<file path="src/rtl/eppc_map.svh">
`ifndef EPPC_MAP_SVH
`define EPPC_MAP_SVH
`define EPPC_OFS_SPP_DATA 4'h0
`define EPPC_OFS_STATUS   4'h1
`define EPPC_OFS_CTRL     4'h2
`define EPPC_OFS_ADDR     4'h3
`define EPPC_OFS_DATA0    4'h4
`define EPPC_OFS_DATA3    4'h7
`define EPPC_OFS_CONFIG   4'h8
`define EPPC_CTL_STROBE   0
`define EPPC_CTL_AUTOFD   1
`define EPPC_CTL_INIT     2
`define EPPC_CTL_SLCTIN   3
`define EPPC_CTL_IRQE     4
`define EPPC_CTL_PCD      5
`define EPPC_STS_TMO      0
`define EPPC_STS_BUSY     1
`define EPPC_STS_HS       2
`define EPPC_CFG_EN       0
`define EPPC_CFG_OLD      1
`define EPPC_CFG_BIDIR    2
`define EPPC_CFG_PRST     3
`define EPPC_RST_CTRL     6'h00
`define EPPC_RST_CFG      4'h0
`define EPPC_RST_BYTE     8'h00
`define EPPC_CLK_NS       20
`define EPPC_TMO_NS       10000
`define EPPC_TMO_CYC      (`EPPC_TMO_NS / `EPPC_CLK_NS)
`endif

</file>
<file path="src/rtl/eppc_pkg.sv">
package eppc_pkg;
  typedef logic [7:0] eppc_byte_t;
  typedef enum logic [2:0] {
    ST_IDLE,
    ST_WAIT_LOW,
    ST_SETUP,
    ST_STROBE,
    ST_FINISH
  } eppc_state_t;
endpackage

</file>
<file path="src/rtl/eppc_wdt_if.sv">
`timescale 1ns/1ns
`default_nettype none
interface eppc_wdt_if;
  logic restart;
  logic arm;
  logic expired;
  modport eng (output restart, output arm, input expired);
  modport wdt (input restart, input arm, output expired);
endinterface
`default_nettype wire

</file>
<file path="src/rtl/eppc_top.sv">
// Overview of operation
// - newer read stalls host until handshake allows
// - handshake low at strobe: finish when high
// - handshake high at start: wait low first
// - newer read: release bus, direction high, strobe
// - handshake high: capture byte, drop strobe
// - then ready sync, return byte, turnaround
// - idle bus follows standard control, direction
// - abort wait-low or strobe phase over 10 us, flag status
// - older write stalls while handshake low
// - older write drives byte, then strobe
// - older write finishes on release or timeout
// - older read releases bus, strobes, finishes
// - older read stalls while handshake low
// - active-low direction, separate data/address strobes
// - peripheral interrupt passes through uninverted
// - drive active-low peripheral reset output
// - only direction overridable by control strobe
// - offset 3 address, 4 to 7 data
//
// The address-and-strobe port and the placing of the registers were chosen for this implementation.
`timescale 1ns/1ns
`default_nettype none
`include "eppc_map.svh"
module eppc_top import eppc_pkg::*; #(
  parameter int unsigned TMO_CYC = `EPPC_TMO_CYC
) (
  input  wire logic       clk_i,
  input  wire logic       rstn_i,
  input  wire logic [3:0] addr_i,
  input  wire logic [7:0] wdata_i,
  input  wire logic       wr_i,
  input  wire logic       rd_i,
  output logic      [7:0] rdata_o,
  output logic            sync_wait_o,
  output logic            sync_ready_o,
  output logic      [7:0] xfer_byte_o,
  input  wire logic [7:0] port_byte_bus_i,
  output logic      [7:0] port_byte_bus_o,
  output logic            port_byte_bus_oe_o,
  input  wire logic       periph_handshake_n_i,
  input  wire logic       periph_irq_in_i,
  output logic            periph_irq_o,
  output logic            xfer_dir_out_n_o,
  output logic            data_phase_strobe_n_o,
  output logic            addr_phase_strobe_n_o,
  output logic            pad_direction_bit_o,
  output logic            periph_reset_out_n_o,
  output logic            strobe_n_o,
  output logic            autofd_n_o,
  output logic            init_n_o,
  output logic            slctin_n_o
);
  eppc_state_t state_q;
  eppc_state_t state_d;
  logic [9:0]  meta_q;
  logic [9:0]  sync_q;
  logic        hs_s;
  logic        irq_s;
  eppc_byte_t  port_byte_bus_s;
  eppc_byte_t  spp_data_q;
  logic [5:0]  ctl_q;
  logic [3:0]  cfg_q;
  logic        tmo_q;
  eppc_byte_t  wbyte_q;
  eppc_byte_t  xfer_byte_q;
  logic        cyc_wr_q;
  logic        cyc_addr_q;
  logic        cyc_old_q;
  logic        enh_sel;
  logic        launch;
  logic        tmo_hit;
  logic        tmo_set;
  logic        drive_cyc;
  logic        cyc_out;
  logic        idle_out;
  eppc_byte_t  rdata_q;
  eppc_byte_t  port_byte_bus_o_q;
  logic        port_byte_bus_oe_q;
  logic        dir_n_q;
  logic        pad_dir_q;
  logic        data_n_q;
  logic        addr_n_q;
  logic        sync_wait_q;
  logic        sync_ready_q;
  logic        irq_q;
  logic        prst_n_q;
  logic [3:0]  spp_out_q;

  eppc_wdt_if wdt_if ();

  eppc_wdt #(
    .TMO_CYC (TMO_CYC)
  ) u_wdt (
    .clk_i  (clk_i),
    .rstn_i (rstn_i),
    .wdt    (wdt_if)
  );

  // pins are asynchronous to clk: two stages before anything looks at them
  always_ff @(posedge clk_i or negedge rstn_i) begin
    if (!rstn_i) begin
      meta_q <= 10'h3ff;
      sync_q <= 10'h3ff;
    end else begin
      meta_q <= {periph_irq_in_i, periph_handshake_n_i, port_byte_bus_i};
      sync_q <= meta_q;
    end
  end

  assign irq_s   = sync_q[9];
  assign hs_s    = sync_q[8];
  assign port_byte_bus_s = sync_q[7:0];

  assign enh_sel = (addr_i >= `EPPC_OFS_ADDR) && (addr_i <= `EPPC_OFS_DATA3);
  // enhanced offsets do nothing unless the enhanced mode is on
  assign launch  = cfg_q[`EPPC_CFG_EN] && (state_q == ST_IDLE) && (wr_i || rd_i) && enh_sel;
  assign tmo_hit = wdt_if.expired;

  always_comb begin
    state_d = state_q;
    unique case (state_q)
      ST_IDLE: begin
        if (launch) begin
          // newer flavour must see the handshake low before touching outputs
          if (!cfg_q[`EPPC_CFG_OLD] && hs_s) begin
            state_d = ST_WAIT_LOW;
          end else begin
            state_d = ST_SETUP;
          end
        end
      end
      ST_WAIT_LOW: begin
        if (tmo_hit) begin
          state_d = ST_FINISH;
        end else if (!hs_s) begin
          state_d = ST_SETUP;
        end
      end
      ST_SETUP: begin
        state_d = ST_STROBE;
      end
      ST_STROBE: begin
        // stall while handshake low, complete on release or timeout
        if (hs_s || tmo_hit) begin
          state_d = ST_FINISH;
        end
      end
      ST_FINISH: begin
        state_d = ST_IDLE;
      end
    endcase
  end

  always_ff @(posedge clk_i or negedge rstn_i) begin
    if (!rstn_i) begin
      state_q <= ST_IDLE;
    end else begin
      state_q <= state_d;
    end
  end

  // cycle attributes frozen at launch so software writes mid-cycle cannot skew it
  always_ff @(posedge clk_i or negedge rstn_i) begin
    if (!rstn_i) begin
      cyc_wr_q   <= 1'b0;
      cyc_addr_q <= 1'b0;
      cyc_old_q  <= 1'b0;
      wbyte_q    <= `EPPC_RST_BYTE;
    end else if (launch) begin
      cyc_wr_q   <= wr_i;
      cyc_addr_q <= (addr_i == `EPPC_OFS_ADDR);
      cyc_old_q  <= cfg_q[`EPPC_CFG_OLD];
      if (wr_i) begin
        wbyte_q <= wdata_i;
      end
    end
  end

  assign wdt_if.restart = launch || ((state_d == ST_STROBE) && (state_q != ST_STROBE));
  assign wdt_if.arm     = (state_q == ST_WAIT_LOW) || (state_q == ST_SETUP) ||
                          (state_q == ST_STROBE);

  // older flavour: direction from software; launch edge reads the request itself
  assign drive_cyc = (state_d == ST_SETUP) || (state_d == ST_STROBE);
  assign cyc_out   = ((launch ? cfg_q[`EPPC_CFG_OLD] : cyc_old_q) ? !ctl_q[`EPPC_CTL_PCD] :
                      (launch ? wr_i : cyc_wr_q)) || ctl_q[`EPPC_CTL_STROBE];
  assign idle_out  = !cfg_q[`EPPC_CFG_BIDIR] || !ctl_q[`EPPC_CTL_PCD] ||
                     ctl_q[`EPPC_CTL_STROBE];

  always_ff @(posedge clk_i or negedge rstn_i) begin
    if (!rstn_i) begin
      port_byte_bus_o_q  <= `EPPC_RST_BYTE;
      port_byte_bus_oe_q <= 1'b1;
      dir_n_q    <= 1'b0;
      pad_dir_q  <= 1'b0;
    end else if (drive_cyc) begin
      port_byte_bus_o_q  <= (launch && wr_i) ? wdata_i : wbyte_q;
      port_byte_bus_oe_q <= cyc_out;
      dir_n_q    <= !cyc_out;
      pad_dir_q  <= !cyc_out;
    end else begin
      port_byte_bus_o_q  <= spp_data_q;
      port_byte_bus_oe_q <= idle_out;
      dir_n_q    <= !idle_out;
      pad_dir_q  <= !idle_out;
    end
  end

  always_ff @(posedge clk_i or negedge rstn_i) begin
    if (!rstn_i) begin
      data_n_q <= 1'b1;
      addr_n_q <= 1'b1;
    end else begin
      data_n_q <= !((state_d == ST_STROBE) && !cyc_addr_q);
      addr_n_q <= !((state_d == ST_STROBE) && cyc_addr_q);
    end
  end

  always_ff @(posedge clk_i or negedge rstn_i) begin
    if (!rstn_i) begin
      xfer_byte_q <= `EPPC_RST_BYTE;
    end else if ((state_q == ST_STROBE) && (state_d == ST_FINISH) && !cyc_wr_q) begin
      xfer_byte_q <= port_byte_bus_s;
    end
  end

  always_ff @(posedge clk_i or negedge rstn_i) begin
    if (!rstn_i) begin
      sync_wait_q  <= 1'b0;
      sync_ready_q <= 1'b0;
    end else begin
      sync_wait_q  <= drive_cyc || (state_d == ST_WAIT_LOW);
      sync_ready_q <= (state_d == ST_FINISH);
    end
  end

  // timeout is a real failure in the wait-low phase, or in the strobe phase if the handshake never released
  assign tmo_set = tmo_hit && ((state_q == ST_WAIT_LOW) || ((state_q == ST_STROBE) && !hs_s));

  always_ff @(posedge clk_i or negedge rstn_i) begin
    if (!rstn_i) begin
      tmo_q <= 1'b0;
    end else if (tmo_set) begin
      tmo_q <= 1'b1;
    end else if (wr_i && (addr_i == `EPPC_OFS_STATUS) && wdata_i[`EPPC_STS_TMO]) begin
      tmo_q <= 1'b0;
    end
  end

  always_ff @(posedge clk_i or negedge rstn_i) begin
    if (!rstn_i) begin
      spp_data_q <= `EPPC_RST_BYTE;
      ctl_q      <= `EPPC_RST_CTRL;
      cfg_q      <= `EPPC_RST_CFG;
    end else if (wr_i) begin
      if (addr_i == `EPPC_OFS_SPP_DATA) begin
        spp_data_q <= wdata_i;
      end
      if (addr_i == `EPPC_OFS_CTRL) begin
        ctl_q <= wdata_i[5:0];
      end
      if (addr_i == `EPPC_OFS_CONFIG) begin
        cfg_q <= wdata_i[3:0];
      end
    end
  end

  // enhanced reads answer at once with the last captured byte; the fresh byte
  // arrives on xfer_byte_o together with the ready sync
  always_ff @(posedge clk_i or negedge rstn_i) begin
    if (!rstn_i) begin
      rdata_q <= `EPPC_RST_BYTE;
    end else if (rd_i) begin
      if (addr_i == `EPPC_OFS_SPP_DATA) begin
        rdata_q <= idle_out ? spp_data_q : port_byte_bus_s;
      end else if (addr_i == `EPPC_OFS_STATUS) begin
        rdata_q <= {5'h00, hs_s, (state_q != ST_IDLE), tmo_q};
      end else if (addr_i == `EPPC_OFS_CTRL) begin
        rdata_q <= {2'b00, ctl_q};
      end else if (enh_sel) begin
        rdata_q <= cfg_q[`EPPC_CFG_EN] ? xfer_byte_q : 8'h00;
      end else if (addr_i == `EPPC_OFS_CONFIG) begin
        rdata_q <= {4'h0, cfg_q};
      end else begin
        rdata_q <= 8'h00;
      end
    end
  end

  always_ff @(posedge clk_i or negedge rstn_i) begin
    if (!rstn_i) begin
      irq_q     <= 1'b0;
      prst_n_q  <= 1'b1;
      spp_out_q <= 4'hf;
    end else begin
      irq_q     <= irq_s && ctl_q[`EPPC_CTL_IRQE];
      prst_n_q  <= !cfg_q[`EPPC_CFG_PRST];
      spp_out_q <= {!ctl_q[`EPPC_CTL_SLCTIN], ctl_q[`EPPC_CTL_INIT],
                    !ctl_q[`EPPC_CTL_AUTOFD], !ctl_q[`EPPC_CTL_STROBE]};
    end
  end

  assign rdata_o               = rdata_q;
  assign sync_wait_o           = sync_wait_q;
  assign sync_ready_o          = sync_ready_q;
  assign xfer_byte_o           = xfer_byte_q;
  assign port_byte_bus_o       = port_byte_bus_o_q;
  assign port_byte_bus_oe_o    = port_byte_bus_oe_q;
  assign periph_irq_o          = irq_q;
  assign xfer_dir_out_n_o      = dir_n_q;
  assign data_phase_strobe_n_o = data_n_q;
  assign addr_phase_strobe_n_o = addr_n_q;
  assign pad_direction_bit_o   = pad_dir_q;
  assign periph_reset_out_n_o  = prst_n_q;
  assign strobe_n_o            = spp_out_q[0];
  assign autofd_n_o            = spp_out_q[1];
  assign init_n_o              = spp_out_q[2];
  assign slctin_n_o            = spp_out_q[3];
endmodule
`default_nettype wire

</file>
<file path="src/rtl/eppc_wdt.sv">
`timescale 1ns/1ns
`default_nettype none
`include "eppc_map.svh"
module eppc_wdt import eppc_pkg::*; #(
  parameter int unsigned TMO_CYC = `EPPC_TMO_CYC,
  parameter int unsigned CNT_W   = 16
) (
  input wire logic clk_i,
  input wire logic rstn_i,
  eppc_wdt_if.wdt  wdt
);
  localparam logic [CNT_W-1:0] LAST = CNT_W'(TMO_CYC - 1);

  logic [CNT_W-1:0] count_q;
  logic             run_q;
  logic             expired_q;

  generate
    if (TMO_CYC < 2 || TMO_CYC >= (2 ** CNT_W)) begin : g_bad_cfg
      $error("eppc_wdt: TMO_CYC does not fit the counter");
    end
  endgenerate

  // count restarts on every restart pulse, so each strobe gets a full window
  always_ff @(posedge clk_i or negedge rstn_i) begin
    if (!rstn_i) begin
      count_q <= '0;
      run_q   <= 1'b0;
    end else if (wdt.restart) begin
      count_q <= '0;
      run_q   <= 1'b1;
    end else if (!wdt.arm) begin
      run_q   <= 1'b0;
    end else if (run_q) begin
      if (count_q == LAST) begin
        run_q <= 1'b0;
      end else begin
        count_q <= count_q + 1'b1;
      end
    end
  end

  always_ff @(posedge clk_i or negedge rstn_i) begin
    if (!rstn_i) begin
      expired_q <= 1'b0;
    end else begin
      expired_q <= run_q && wdt.arm && !wdt.restart && (count_q == LAST);
    end
  end

  assign wdt.expired = expired_q;
endmodule
`default_nettype wire

</file>
<file path="config.mk">
export PLATFORM = sky130hd
export DESIGN_NAME = eppc_top
export DESIGN_NICKNAME = d
export VERILOG_FILES = /design/src/rtl/eppc_pkg.sv /design/src/rtl/eppc_wdt_if.sv /design/src/rtl/eppc_top.sv /design/src/rtl/eppc_wdt.sv
export VERILOG_INCLUDE_DIRS = /design/src /design/src/rtl
export SDC_FILE = /design/constraint.sdc
export NUM_CORES = 1
export LEC_CHECK = 0
export ABC_AREA = 0
export BUFFER_PORTS_ARGS = -buffer_cell sky130_fd_sc_hd__buf_2
export CAP_MARGIN = 10
export CORE_MARGIN = 2
export CORE_UTILIZATION = 35
export CTS_CLUSTER_DIAMETER = 40
export DETAILED_ROUTE_END_ITERATION = 16
export GPL_TIMING_DRIVEN = 0
export SLEW_MARGIN = 20
export SYNTH_ARGS = -nofsm -noshare
export SYNTH_HDL_FRONTEND = slang
export SYNTH_SLANG_ARGS = --single-unit
</file>
<file path="constraint.sdc">
create_clock -name clk_i -period 4.98 [get_ports clk_i]
set_clock_uncertainty 0.15 [all_clocks]
set_input_delay 0.249 -clock clk_i [delete_from_list [all_inputs] [get_ports clk_i]]
set_output_delay 0.249 -clock clk_i [all_outputs]
set_load 0.01 [all_outputs]
</file>
Yosys cells after proc, flatten, opt, wreduce, memory -nomap -nowiden
Cells that the tools add are included.

storage, ports and cells
  input port bits = 26
  flip-flop bits (word level) = 107
  output and inout bits = 37
  word-level logic and storage cells = 130

cells by class
  $lt $le $gt $ge = 2
  eq/ne operators = 15
  add/subtract/negate cells = 1
  reductions and logical operators = 56
  mux-type cells = 30

operators by type and width
  cell                                                               count
  2-to-1 mux 16 bit                                                  4
  2-to-1 mux 8 bit                                                   8
  logical AND 1 bit                                                  19
  adder 16 x 1 -> 16 bit, second input constant                      1
  equality test 16 x 9 -> 1 bit, second input constant               1
  logical NOT 1 bit                                                  15
  case mux 3 bit (5 select lines)                                    1
  equality test 3 x 2 -> 1 bit, second input constant                4
  2-to-1 mux 3 bit                                                   4
  logical OR 1 bit                                                   11
  2-to-1 mux 1 bit                                                   11
  equality test 4 x 2 -> 1 bit, second input constant                2
  AND reduction 2 bit                                                4
  equality test 3 x 1 -> 1 bit, second input constant                2
  equality test 3 bit, second input constant                         2
  nonzero test 2 bit                                                 3
  equality test 4 x 1 -> 1 bit, second input constant                1
  equality test 4 bit, second input constant                         1
  greater-or-equal comparator 4 x 2 -> 1 bit, second input constant  1
  <= comparator 4 x 3 -> 1 bit, second input constant                1
  logical NOT 4 bit                                                  1
  2-to-1 mux 4 bit                                                   1
  logical NOT 3 bit                                                  1
  inequality test 3 x 2 -> 1 bit, second input constant              1
  other kinds (4)                                                    4

Depth between registers and ports, before layout
Gate-level depths: netlist of run 1.

  word-level depth = 12
  depth in mapped cells = 7
  gate-level depth less buffers = 6

By module
Synthesis of run 1 repeated with hierarchy kept, for this count alone.

second synthesis, totals
  cell total of the unflattened synthesis = 372
  area, all modules = 4,613.2 um^2

by module, submodules not included
  module    cells each  sequential area each (um^2)  area each (um^2)  times used
  eppc_top  275         2,262.2                      3,664.8           1
  eppc_wdt  97          450.4                        948.4             1

Worst setup path before layout of run 1
OpenSTA, ideal clock, no wires.

  kind = flip-flop to flip-flop
  start point = reg state_q[0]
  end point = reg pad_dir_q (netlist: pad_direction_bit_o)
  cell stages (with the launch flop) = 6
  arrival time = 1,823 ps
  required time = 4,691 ps
  path buffers = 0
  slack = 2,868 ps
  setup time = 139 ps
  clock period less this slack = 2,112 ps
  cells stage by stage = dfrtp_1 or2_1 nor4_4 mux2_2 a2111oi_2 a211oi_1

between the ends
  cells in the longest elaborated chain, start to end = 9
  elaborated cells on any way between the ends = 22
  classes of those cells = 6 x eq/ne; 9 x mux; 7 x reduce/logical

ends and longest elaborated chain
  item                                                                 RTL line                          source
  from (decl)                                                          eppc_top.sv:54                    eppc_state_t state_q;
  from (signal assigned)                                               eppc_top.sv:159                   state_q <= state_d;
  logical NOT 3 bit                                                    eppc_top.sv:117, eppc_top.sv:122
  logical AND 1 bit (3 in a row)                                       eppc_top.sv:117                   assign launch = cfg_q[`EPPC_CFG_EN] && (state_q == ST_IDLE) && (wr_i || rd_i) && enh_sel;
  2-to-1 mux 3 bit (tied with other cells)                             eppc_top.sv:124                   if (launch) begin
  case mux 3 bit (5 select lines) or 2-to-1 mux 1 bit (tied branches)  eppc_top.sv:122, eppc_top.sv:186
  equality test 3 x 2 -> 1 bit or logical OR 1 bit (tied branches)     eppc_top.sv:185, eppc_top.sv:186
  logical OR 1 bit or logical NOT 1 bit (tied branches)                eppc_top.sv:185, eppc_top.sv:201
  2-to-1 mux 1 bit (*)                                                 eppc_top.sv:197                   end else if (drive_cyc) begin
  to (signal assigned)                                                 eppc_top.sv:201                   pad_dir_q <= !cyc_out;
  to (signal assigned)                                                 eppc_top.sv:206                   pad_dir_q <= !idle_out;
  to (decl)                                                            eppc_top.sv:81                    logic pad_dir_q;

Every way passes the cells marked *; elsewhere a longest branch is shown, timed or not.
A chain may end at the register's enable or synchronous reset.

Worst setup path after layout of run 1
  start point = reg state_q[0]
  end point = reg port_byte_bus_oe_q (netlist: port_byte_bus_oe_o)

between the ends
  cells in the longest elaborated chain, start to end = 9
  elaborated cells on any way between the ends = 21
  classes of those cells = 6 x eq/ne; 9 x mux; 6 x reduce/logical

ends and longest elaborated chain
  item                             RTL line                          source
  logical NOT 3 bit                eppc_top.sv:117, eppc_top.sv:122
  logical AND 1 bit (3 in a row)   eppc_top.sv:117
  2-to-1 mux 3 bit                 eppc_top.sv:124
  case mux 3 bit (5 select lines)  eppc_top.sv:122                   unique case (state_q)
  equality test 3 x 2 -> 1 bit     eppc_top.sv:185                   assign drive_cyc = (state_d == ST_SETUP) || (state_d == ST_STROBE);
  logical OR 1 bit                 eppc_top.sv:185
  2-to-1 mux 1 bit (*)             eppc_top.sv:197
  to (signal assigned)             eppc_top.sv:199                   port_byte_bus_oe_q <= cyc_out;
  to (signal assigned)             eppc_top.sv:204                   port_byte_bus_oe_q <= idle_out;
  to (decl)                        eppc_top.sv:79                    logic port_byte_bus_oe_q;

Marked as above.

==> results of run 1 <==
## worst max-delay path, stage by stage (launching register included)
cell	delay, ns
dfrtp_1	0.44
or2_1	0.35
nor4_4	0.32
mux2_2	0.40
a2111oi_2	0.42
a211o_1	0.16
## placed cells by master, fill, tap and decap left out, types with 3 or more instances in the layout
cell / n
clkbuf_16: 9
nor3b_1: 3
nand3_1: 11
dfrtp_1: 79
mux2_2: 48
nand3b_1: 3
mux2i_1: 3
xor2_1: 13
nand2_1: 21
nor3_1: 5
a32o_1: 3
a31o_2: 3
nor2_1: 34
dfstp_2: 28
buf_2: 65
clkbuf_1: 5
nor2b_1: 4
nand4_1: 7
a21oi_1: 13
nand2b_1: 7
inv_1: 10
dlygate4sd3_1: 15
o21ai_0: 10
## Yosys cell counts (3+ instances only)
| master | n |
|---|---|
| a21oi_1 | 13 |
| a31o_2 | 3 |
| a32o_1 | 3 |
| buf_2 | 7 |
| clkbuf_1 | 4 |
| dfrtp_1 | 79 |
| dfstp_2 | 28 |
| inv_1 | 10 |
| mux2_2 | 48 |
| mux2i_1 | 3 |
| nand2_1 | 21 |
| nand2b_1 | 7 |
| nand3_1 | 11 |
| nand3b_1 | 3 |
| nand4_1 | 7 |
| nor2_1 | 34 |
| nor2b_1 | 4 |
| nor3_1 | 5 |
| nor3b_1 | 3 |
| o21ai_0 | 10 |
| xor2_1 | 13 |
## layout make-up
cell class	instances	share of cell area, %
Timing Repair Buffer	75	8.736
Buffer	12	1.049
Multi-Input combinational cell	230	30.68
Clock buffer	10	4.174
Sequential cell	107	49.45
Inverter	10	0.6843
Tap cell	172	3.923
Clock inverter	6	1.300
## worst paths after layout
check / to / depth (start not counted) / startpoint / slack, ns
max in group asynchronous: port_byte_bus_oe_o / 3 / rstn_i / 3.72
worst min register to register: sync_q[4] / 0 / meta_q[4] / 0.19
worst max-delay path: port_byte_bus_oe_o / 5 / state_q[0] / 2.67
min in group asynchronous: u_wdt.count_q[13] / 2 / rstn_i / 0.27
worst min-delay path: spp_data_q[3] / 2 / wdata_i[3] / 0.02
worst max register to register: port_byte_bus_oe_o / 5 / state_q[0] / 2.67
## power groups by stage
stage | logic [W] | clock network [W] | registers [W]
after CTS | 0.000651 | 0.000753 | 0.00118
after global routing | 0.000717 | 0.000792 | 0.00121
after detailed placement | 0.000638 | 0 | 0.00120
after floorplan | 0.000400 | 0 | 0.00121
after global placement | 0.000625 | 0 | 0.00119
final | 0.000644 | 0.000727 | 0.00118
## state kept, by name, summed over array words and instances, names as in the netlist, 3 cells and up
name / flops
state_q: 3
meta_q: 10
sync_q: 10
wbyte_q: 8
spp_out_q: 4
port_byte_bus_o: 8
cfg_q: 4
spp_data_q: 8
ctl_q: 6
u_wdt.count_q: 16
xfer_byte_o: 8
rdata_o: 8
## layer usage
metal  up-vias  track usage (%)  wire length (um)
li1       1448                -                 -
met1      1532            20.11              4545
met2        56            23.30              4615
met3        13            5.201               499
met4         2            5.333               141
met5         -                0                 7
## metrics by stage
stage	power (W)	setup slack [ns]	hold WS, ns
after floorplan	0.001608	2.868	-0.1966
after global placement	0.001818	2.326	0.1960
after detailed placement	0.001836	2.458	0.08139
after CTS	0.002586	2.665	0.007821
after global routing	0.002716	2.550	0.01890
final	0.002552	2.673	0.01914
## logic make-up (layout without fill, tap and decap cells)
kind of cell | after synthesis | count (layout) | share of synthesized area (%)
AO/OA/AOI/OAI | 50 | 50 | 7.886
XOR/XNOR | 15 | 15 | 2.926
adder cells (fa/ha/maj) | 1 | 1 | 0.2786
buffers and inverters | 22 | 113 | 2.118
flip-flops | 107 | 107 | 60.41
multiplexers | 52 | 52 | 13.04
AND/OR/NAND/NOR | 112 | 112 | 13.35
==> flow_summary.json, run 1 <==
{
  "post-cts-setup-buffer-count": 0,
  "async_reset_ff_share_pct": 100.0,
  "crit_required_ns": 5.12,
  "synth.top_cells.by_area": "dfrtp_1 (44%), dfstp_2 (16%), mux2_2 (12%)",
  "power_leakage_nw": 2.512,
  "worstSkewPairLatency_ns": 0.36,
  "cts_tree": "built",
  "synth_edf_count": 0,
  "drc": 0,
  "slew_headroom_pct": 38.80,
  "portBuffers": 59,
  "place_area_um2": 5035,
  "hpwl_um": 6892,
  "syn-num-nets": 386,
  "placedCellCount": 591,
  "grt_pass1_wl_um": 15620,
  "clock-root-buffer": "clkbuf_16",
  "first_global_vias": 2939,
  "outcome": "complete, no violations",
  "postCtsHoldBufs": 15,
  "htree_levels": 3,
  "synth_ff_type": "dfrtp_1",
  "start_util_pct": 35.73,
  "synth_top_cell_by_area": "dfrtp_1",
  "ys_ff_latch": 107,
  "layout-drive-gt1-share_pct": 38.00,
  "seqCellArea_um2": 2713,
  "clkPwrFrac_pct": 28.5,
  "core_um2": 12570,
  "final_area_um2": 5485,
  "endpoint_kind": "flop",
  "clkTransAtPathRegs_ns": 0.08,
  "finalSetupTns_ns": 0,
  "cts-resized-gates": 0,
  "multi_input_area_um2": 1683,
  "setup-violations-final": 0,
  "clk_path_buf_depth": 2,
  "synth-seq-area-share_pct": 60.41,
  "filler_cell_count": 1194,
  "grt_max_degree": 55,
  "via_per_inst": 4.905,
  "postLayoutCoreUtil_pct": 43.64,
  "grt_util_all_layers_pct": 15.19,
  "dr.pass1.iters": 5,
  "clock_sinks": 107,
  "rows": 41,
  "postRouteAntennaNets": 0,
  "maxCapViolCount": 0,
  "area_delta_synth_final_pct": 22.15,
  "synth.top_cell.area_share_pct": 44.02,
  "syn_avg_cell_area_um2": 12.51,
  "hold_violations": 0,
  "p_per_area_nw_per_um2": 465.3,
  "power_frac_seq_pct": 46.3,
  "ios": 63,
  "sw_frac_of_total_pct": 30.63,
  "synth_area_um2": 4491,
  "antenna_found_initial": 1,
  "grt_setup_unrepaired": "no",
  "syn_inst": 359,
  "synth_cell_type_count": 54,
  "die_y_um": 117.3,
  "crit_arrival_ns": 2.45,
  "place.gp.congestion": 0.8657,
  "fmax_mhz": 433.5,
  "nets": 472,
  "p_switching_w": 0.0007816,
  "die_x_um": 117.3,
  "numCtsBuffers": 9,
  "internal-power_w": 0.001770,
  "period_share_pct": 46.32,
  "cp_max_fo": 7,
  "drtIter0Drc": 221,
  "combPwrFrac_pct": 25.2,
  "finalMaxSlewViolations": 0,
  "dr_total_vias": 3051,
  "yosys_warnings": 0,
  "critPathLaunchType": "flop",
  "tightest_slew_ns": 0.9097,
  "wirelength_um": 9809,
  "wl_per_cell_um": 15.77,
  "stdcell_count": 622,
  "n_antenna_cell": 0,
  "min_path_type": "primary input to flop",
  "finalCriticalPeriod_ns": 2.307,
  "critPathKind": "flop to flop",
  "grt_overflow_total": 0,
  "peakVddDrop_uv": 156.5,
  "dieArea_um2": 13750
}
No activity file was read; power rests on OpenSTA's default activity.
==> run 2, diff against run 1 <==
==> constraint.sdc (replaced) <==
create_clock -name clk_i -period 2.1 [get_ports clk_i]
set_clock_uncertainty 0.15 [all_clocks]
set_input_delay 0.105 -clock clk_i [delete_from_list [all_inputs] [get_ports clk_i]]
set_output_delay 0.105 -clock clk_i [all_outputs]
set_load 0.01 [all_outputs]
==> run 2 against run 1 <==
- via count rose by 2.0%
- hold slack improved by 0.013 ns
- die area did not move
- highest routed layer is now met4
- clock power rose by 120%
- flip-flop and latch count did not move
- sequential share of layout area fell by 1.5 points
- non-clock buffer count rose by 12
- largest power group unchanged
- power rose by 140%
- final area rose by 3.3%
- worst setup slack got worse by 2.6 ns
- combinational power rose to 2.7 times the previous value
==> flow_summary.json, run 2 (synthesis gave the netlist of run 1 again) <==
{
  "outcome": "complete, no violations",
  "htree_levels": 3,
  "dieArea_um2": 13750,
  "antenna_found_initial": 0,
  "dr_total_vias": 3111,
  "nets": 484,
  "numCtsBuffers": 9,
  "fmax_mhz": 486.5,
  "start_util_pct": 35.73,
  "postRouteAntennaNets": 0,
  "tightest_slew_ns": 0.5347,
  "peakVddDrop_uv": 383.2,
  "clock_sinks": 107,
  "wirelength_um": 9984,
  "filler_cell_count": 1152,
  "reg.largest.list": "u_wdt.count_q (16), meta_q (10), sync_q (10)",
  "largest_register": "u_wdt.count_q",
  "drtIter0Drc": 164,
  "layout-drive-gt1-share_pct": 40.91,
  "wl_per_cell_um": 15.75,
  "critPathLaunchType": "flop",
  "clk_path_buf_depth": 2,
  "critPathKind": "flop to flop",
  "ios": 63,
  "fin_ws_ns": 0.04443,
  "first_global_vias": 3087,
  "slew_headroom_pct": 64.08,
  "min_path_type": "primary input to asynchronous set/reset pin",
  "n_antenna_cell": 0,
  "core_um2": 12570,
  "clock-root-buffer": "clkbuf_16",
  "finalMaxSlewViolations": 0,
  "grt_overflow_total": 0,
  "rows": 41,
  "place_ws_ns": -0.2069,
  "layout_commonest_cell": "dfrtp_1",
  "grt_setup_unrepaired": "yes",
  "cp_max_fo": 9,
  "largest_register_ffs": 16,
  "setup-violations-final": 0,
  "finalCriticalPeriod_ns": 2.056,
  "stdcell_count": 634,
  "hold_violations": 0,
  "clkTransAtPathRegs_ns": 0.07,
  "via_per_inst": 4.907,
  "p_per_area_nw_per_um2": 1079,
  "dr.pass1.iters": 4,
  "crit_arrival_ns": 2.13,
  "die_y_um": 117.3,
  "place.gp.congestion": 0.8314,
  "period_share_pct": 97.88,
  "placedCellCount": 591,
  "endpoint_kind": "flop",
  "portBuffers": 59,
  "hpwl_um": 6837,
  "cts_tree": "built",
  "grt_max_degree": 84,
  "layout_common_cells": "dfrtp_1 (76), buf_2 (63), mux2_2 (47)",
  "die_x_um": 117.3,
  "power_leakage_nw": 2.575,
  "area_delta_synth_final_pct": 26.16,
  "crit_required_ns": 2.18,
  "drc": 0,
  "worstSkewPairLatency_ns": 0.35,
  "grt_pass1_wl_um": 15990,
  "grt_util_all_layers_pct": 15.33,
  "maxCapViolCount": 0
}
==> run 2: cell types whose count changed in the layout (fill, tap and decap cells not counted), sizes merged <==
cell	change
inv	-1
clkbuf	+2
dlygate4sd3	+5
bufinv	-1
buf	+6
clkinv	+1
==> run 2: repair_timing <==
action / in CTS / in global routing
hold buffers: 20 / 0
pin swaps: 2 / 1
resized for setup: 8 / 9
setup buffers: 2 / 5
setup endpoints to repair: 30 / 26
hold endpoints to repair: 128 / 0
==> run 2: through the flow <==
stage	area [um^2]	power [W]	TNS (ns)	hold WS, ns	utilization [%]
finish	5665	0.006113	0	0.03169	45.08
global route	5665	0.006516	-0.06942	0.05318	45.08
CTS	5585	0.006092	0	0.02669	44.44
detailed placement	5054	0.004409	-5.127	-0.1663	40.21
global placement	5020	0.004361	-34.26	0.05994	39.94
floorplan	4509	0.003848	0	-0.3406	-
==> run 2: report_power, final <==
group          total (W)  switching (W)  internal, W  leakage, nW
Combinational    0.00171       0.000885     0.000827         1.11
Clock            0.00158       0.000731     0.000845        0.138
Sequential       0.00283       0.000280      0.00255         1.32
==> run 2: path summary, 6_finish.rpt <==
path	cells past startpoint	end	slack (ns)	from
setup reg to reg	6	port_byte_bus_o[6]	0.04	state_q[1]
hold / removal	2	state_q[1]	0.03	rstn_i
hold reg to reg	0	sync_q[5]	0.20	meta_q[5]
min in group clk_i	3	tmo_q	0.04	wr_i
setup / recovery	6	port_byte_bus_o[6]	0.04	state_q[1]
max in group asynchronous	3	spp_out_q[1]	1.06	rstn_i
==> run 2: final cells by class <==
| cell class | count | area, um^2 | area share, % |
|---|---|---|---|
| clock inverter | 5 | 37.54 | 0.6625 |
| tap | 172 | 215.2 | 3.799 |
| clock buffer | 11 | 242.7 | 4.284 |
| sequential | 107 | 2716 | 47.95 |
| multi-input combinational | 230 | 1772 | 31.27 |
| inverter | 10 | 37.54 | 0.6625 |
| timing repair buffer | 87 | 581.8 | 10.27 |
| buffer | 12 | 62.56 | 1.104 |
==> run 2: routing by layer <==
metal,share of wire (%),wire length (um),global-route usage [%],up-vias
met4,1.5,152,5.725,0
met5,0,0,0,-
met1,46,4610,20.75,1551
met3,4.6,459,4.068,14
li1,-,-,-,1473
met2,48,4763,23.72,73
==> run 2: critical path: stages (launching register included) <==
cell and delay, ns:
dfrtp_2 0.44, or2_4 0.29, nor4_4 0.12, buf_4 0.18, nand2_4 0.13, mux2_4 0.34
mux2_2 0.27
==> run 3, diff against run 2 <==
==> constraint.sdc (replaced) <==
create_clock -name clk_i -period 2.05 [get_ports clk_i]
set_clock_uncertainty 0.15 [all_clocks]
set_input_delay 0.1025 -clock clk_i [delete_from_list [all_inputs] [get_ports clk_i]]
set_output_delay 0.1025 -clock clk_i [all_outputs]
set_load 0.01 [all_outputs]
==> run 3 against run 2 <==
- highest routed layer unchanged
- sequential share of layout area fell by 0.60 points
- flip-flop and latch count is the same
- clock power increased by 20%
- largest cell class unchanged
- critical path depth did not move
- critical path type unchanged
==> flow_summary.json, run 3 (synthesis gave the netlist of run 1 again) <==
{
  "layout_commonest_cell": "dfrtp_1",
  "dr.pass1.iters": 4,
  "setup-violations-final": 0,
  "crit_arrival_ns": 2.19,
  "crit_required_ns": 2.20,
  "maxCapViolCount": 0,
  "grt_util_all_layers_pct": 15.88,
  "largest_register_ffs": 16,
  "dr_total_vias": 3125,
  "period_share_pct": 99.53,
  "stdcell_count": 639,
  "numCtsBuffers": 9,
  "place.gp.congestion": 0.8669,
  "fmax_mhz": 490.1,
  "cts_tree": "built",
  "clock_sinks": 107,
  "p_switching_w": 0.001999,
  "area_delta_synth_final_pct": 27.70,
  "clock-root-buffer": "clkbuf_16",
  "layout-drive-gt1-share_pct": 41.11,
  "ios": 63,
  "core_um2": 12570,
  "placedCellCount": 591,
  "slew_headroom_pct": 52.58,
  "largest_register": "u_wdt.count_q",
  "dieArea_um2": 13750,
  "combPwrFrac_pct": 27.2,
  "via_per_inst": 4.890,
  "postRouteAntennaNets": 0,
  "drtIter0Drc": 270,
  "wl_per_cell_um": 15.90,
  "grt_max_degree": 65,
  "peakVddDrop_uv": 375.7,
  "critPathLaunchType": "flop",
  "p_per_area_nw_per_um2": 1147,
  "hold_violations": 0,
  "rows": 41,
  "endpoint_kind": "flop",
  "wirelength_um": 10160,
  "n_antenna_cell": 0,
  "postLayoutCoreUtil_pct": 45.62,
  "sw_frac_of_total_pct": 30.40,
  "die_x_um": 117.3,
  "place_area_um2": 5054,
  "clk_path_buf_depth": 2,
  "first_global_vias": 3085,
  "outcome": "complete, no violations",
  "tightest_slew_ns": 0.7055,
  "grt_pass1_wl_um": 16530,
  "finalMaxSlewViolations": 0,
  "power_frac_seq_pct": 44.0,
  "grt_overflow_total": 0,
  "clkPwrFrac_pct": 28.7,
  "htree_levels": 3,
  "grt_setup_unrepaired": "yes",
  "critPathKind": "flop to flop",
  "finalSetupTns_ns": 0,
  "min_path_type": "primary input to flop",
  "finalCriticalPeriod_ns": 2.040,
  "clkTransAtPathRegs_ns": 0.07,
  "portBuffers": 59,
  "reg.largest.list": "u_wdt.count_q (16), meta_q (10), sync_q (10)",
  "layout_common_cells": "dfrtp_1 (77), buf_2 (62), mux2_2 (47)",
  "power_leakage_nw": 2.618,
  "hpwl_um": 6874,
  "drc": 0,
  "start_util_pct": 35.73,
  "internal-power_w": 0.004577,
  "nets": 489,
  "worstSkewPairLatency_ns": 0.35,
  "cp_max_fo": 4,
  "final_area_um2": 5734,
  "die_y_um": 117.3,
  "antenna_found_initial": 0
}
run 3: cell types whose count changed in the layout (fill, tap and decap cells not counted), sizes merged:
cell	change
clkinv	-1
clkbuf	-1
buf	+5
bufinv	+2
run 3: critical path: stages (launching register included):
cell       delay, ns
dfrtp_1         0.42
or2_4           0.29
nor4_4          0.14
buf_4           0.18
mux2_4          0.32
a2111oi_4       0.33
a211o_1         0.15
run 3: metrics by stage:
| stage | total power [W] | hold WS [ns] | setup WS, ns |
|---|---|---|---|
| final | 0.006575 | 0.02043 | 0.009694 |
| after global routing | 0.006963 | 0.04977 | -0.09481 |
| after CTS | 0.006528 | 0.01495 | 0.001531 |
| after detailed placement | 0.004525 | -0.09545 | -0.3148 |
| after global placement | 0.004467 | 0.05825 | -0.4183 |
| after floorplan | 0.003941 | -0.3431 | -0.02553 |
run 3: metal layers:
layer	vias up	routed length (um)	track usage [%]
li1	1481	-	-
met1	1570	4655	21.74
met2	60	4824	24.67
met3	14	502	2.987
met4	0	175	6.980
met5	-	0	0
run 3: cell type report:
| cell class | instances | area (um^2) |
|---|---|---|
| buffer | 12 | 65.06 |
| clock buffer | 10 | 229.0 |
| clock inverter | 6 | 96.34 |
| fill | 1147 | 6834 |
| inverter | 10 | 37.54 |
| multi-input combinational | 230 | 1757 |
| sequential | 107 | 2715 |
| tap | 172 | 215.2 |
| timing repair buffer | 92 | 619.3 |
run 3: path summary, 6_finish.rpt:
check	to	start	slack, ns	cells after the start
max in group asynchronous	sync_q[8]	rstn_i	0.97	3
worst min register to register	sync_q[7]	meta_q[7]	0.21	0
worst min-delay path	tmo_q	wr_i	0.02	3
min in group asynchronous	port_byte_bus_o[5]	rstn_i	0.08	2
worst max register to register	port_byte_bus_oe_o	state_q[1]	0.01	6
worst max-delay path	port_byte_bus_oe_o	state_q[1]	0.01	6
run 3: power by group through the flow:
stage	sequential, W	clock, W	combinational, W
6_report	0.00290	0.00189	0.00179
5_1_grt	0.00295	0.00202	0.00199
4_1_cts	0.00291	0.00194	0.00168
3_5_place_dp	0.00293	0	0.00160
3_3_place_gp	0.00291	0	0.00156
2_1_floorplan	0.00294	0	0.00100
run 3: timing repair:
item | 4_1_cts | 5_1_grt
hold endpoints to repair | 133 | 0
endpoints found under the setup margin | 31 | 31
setup buffers | 3 | 9
hold buffers | 20 | 0
pin swaps | 2 | 2
gates resized for setup | 12 | 3
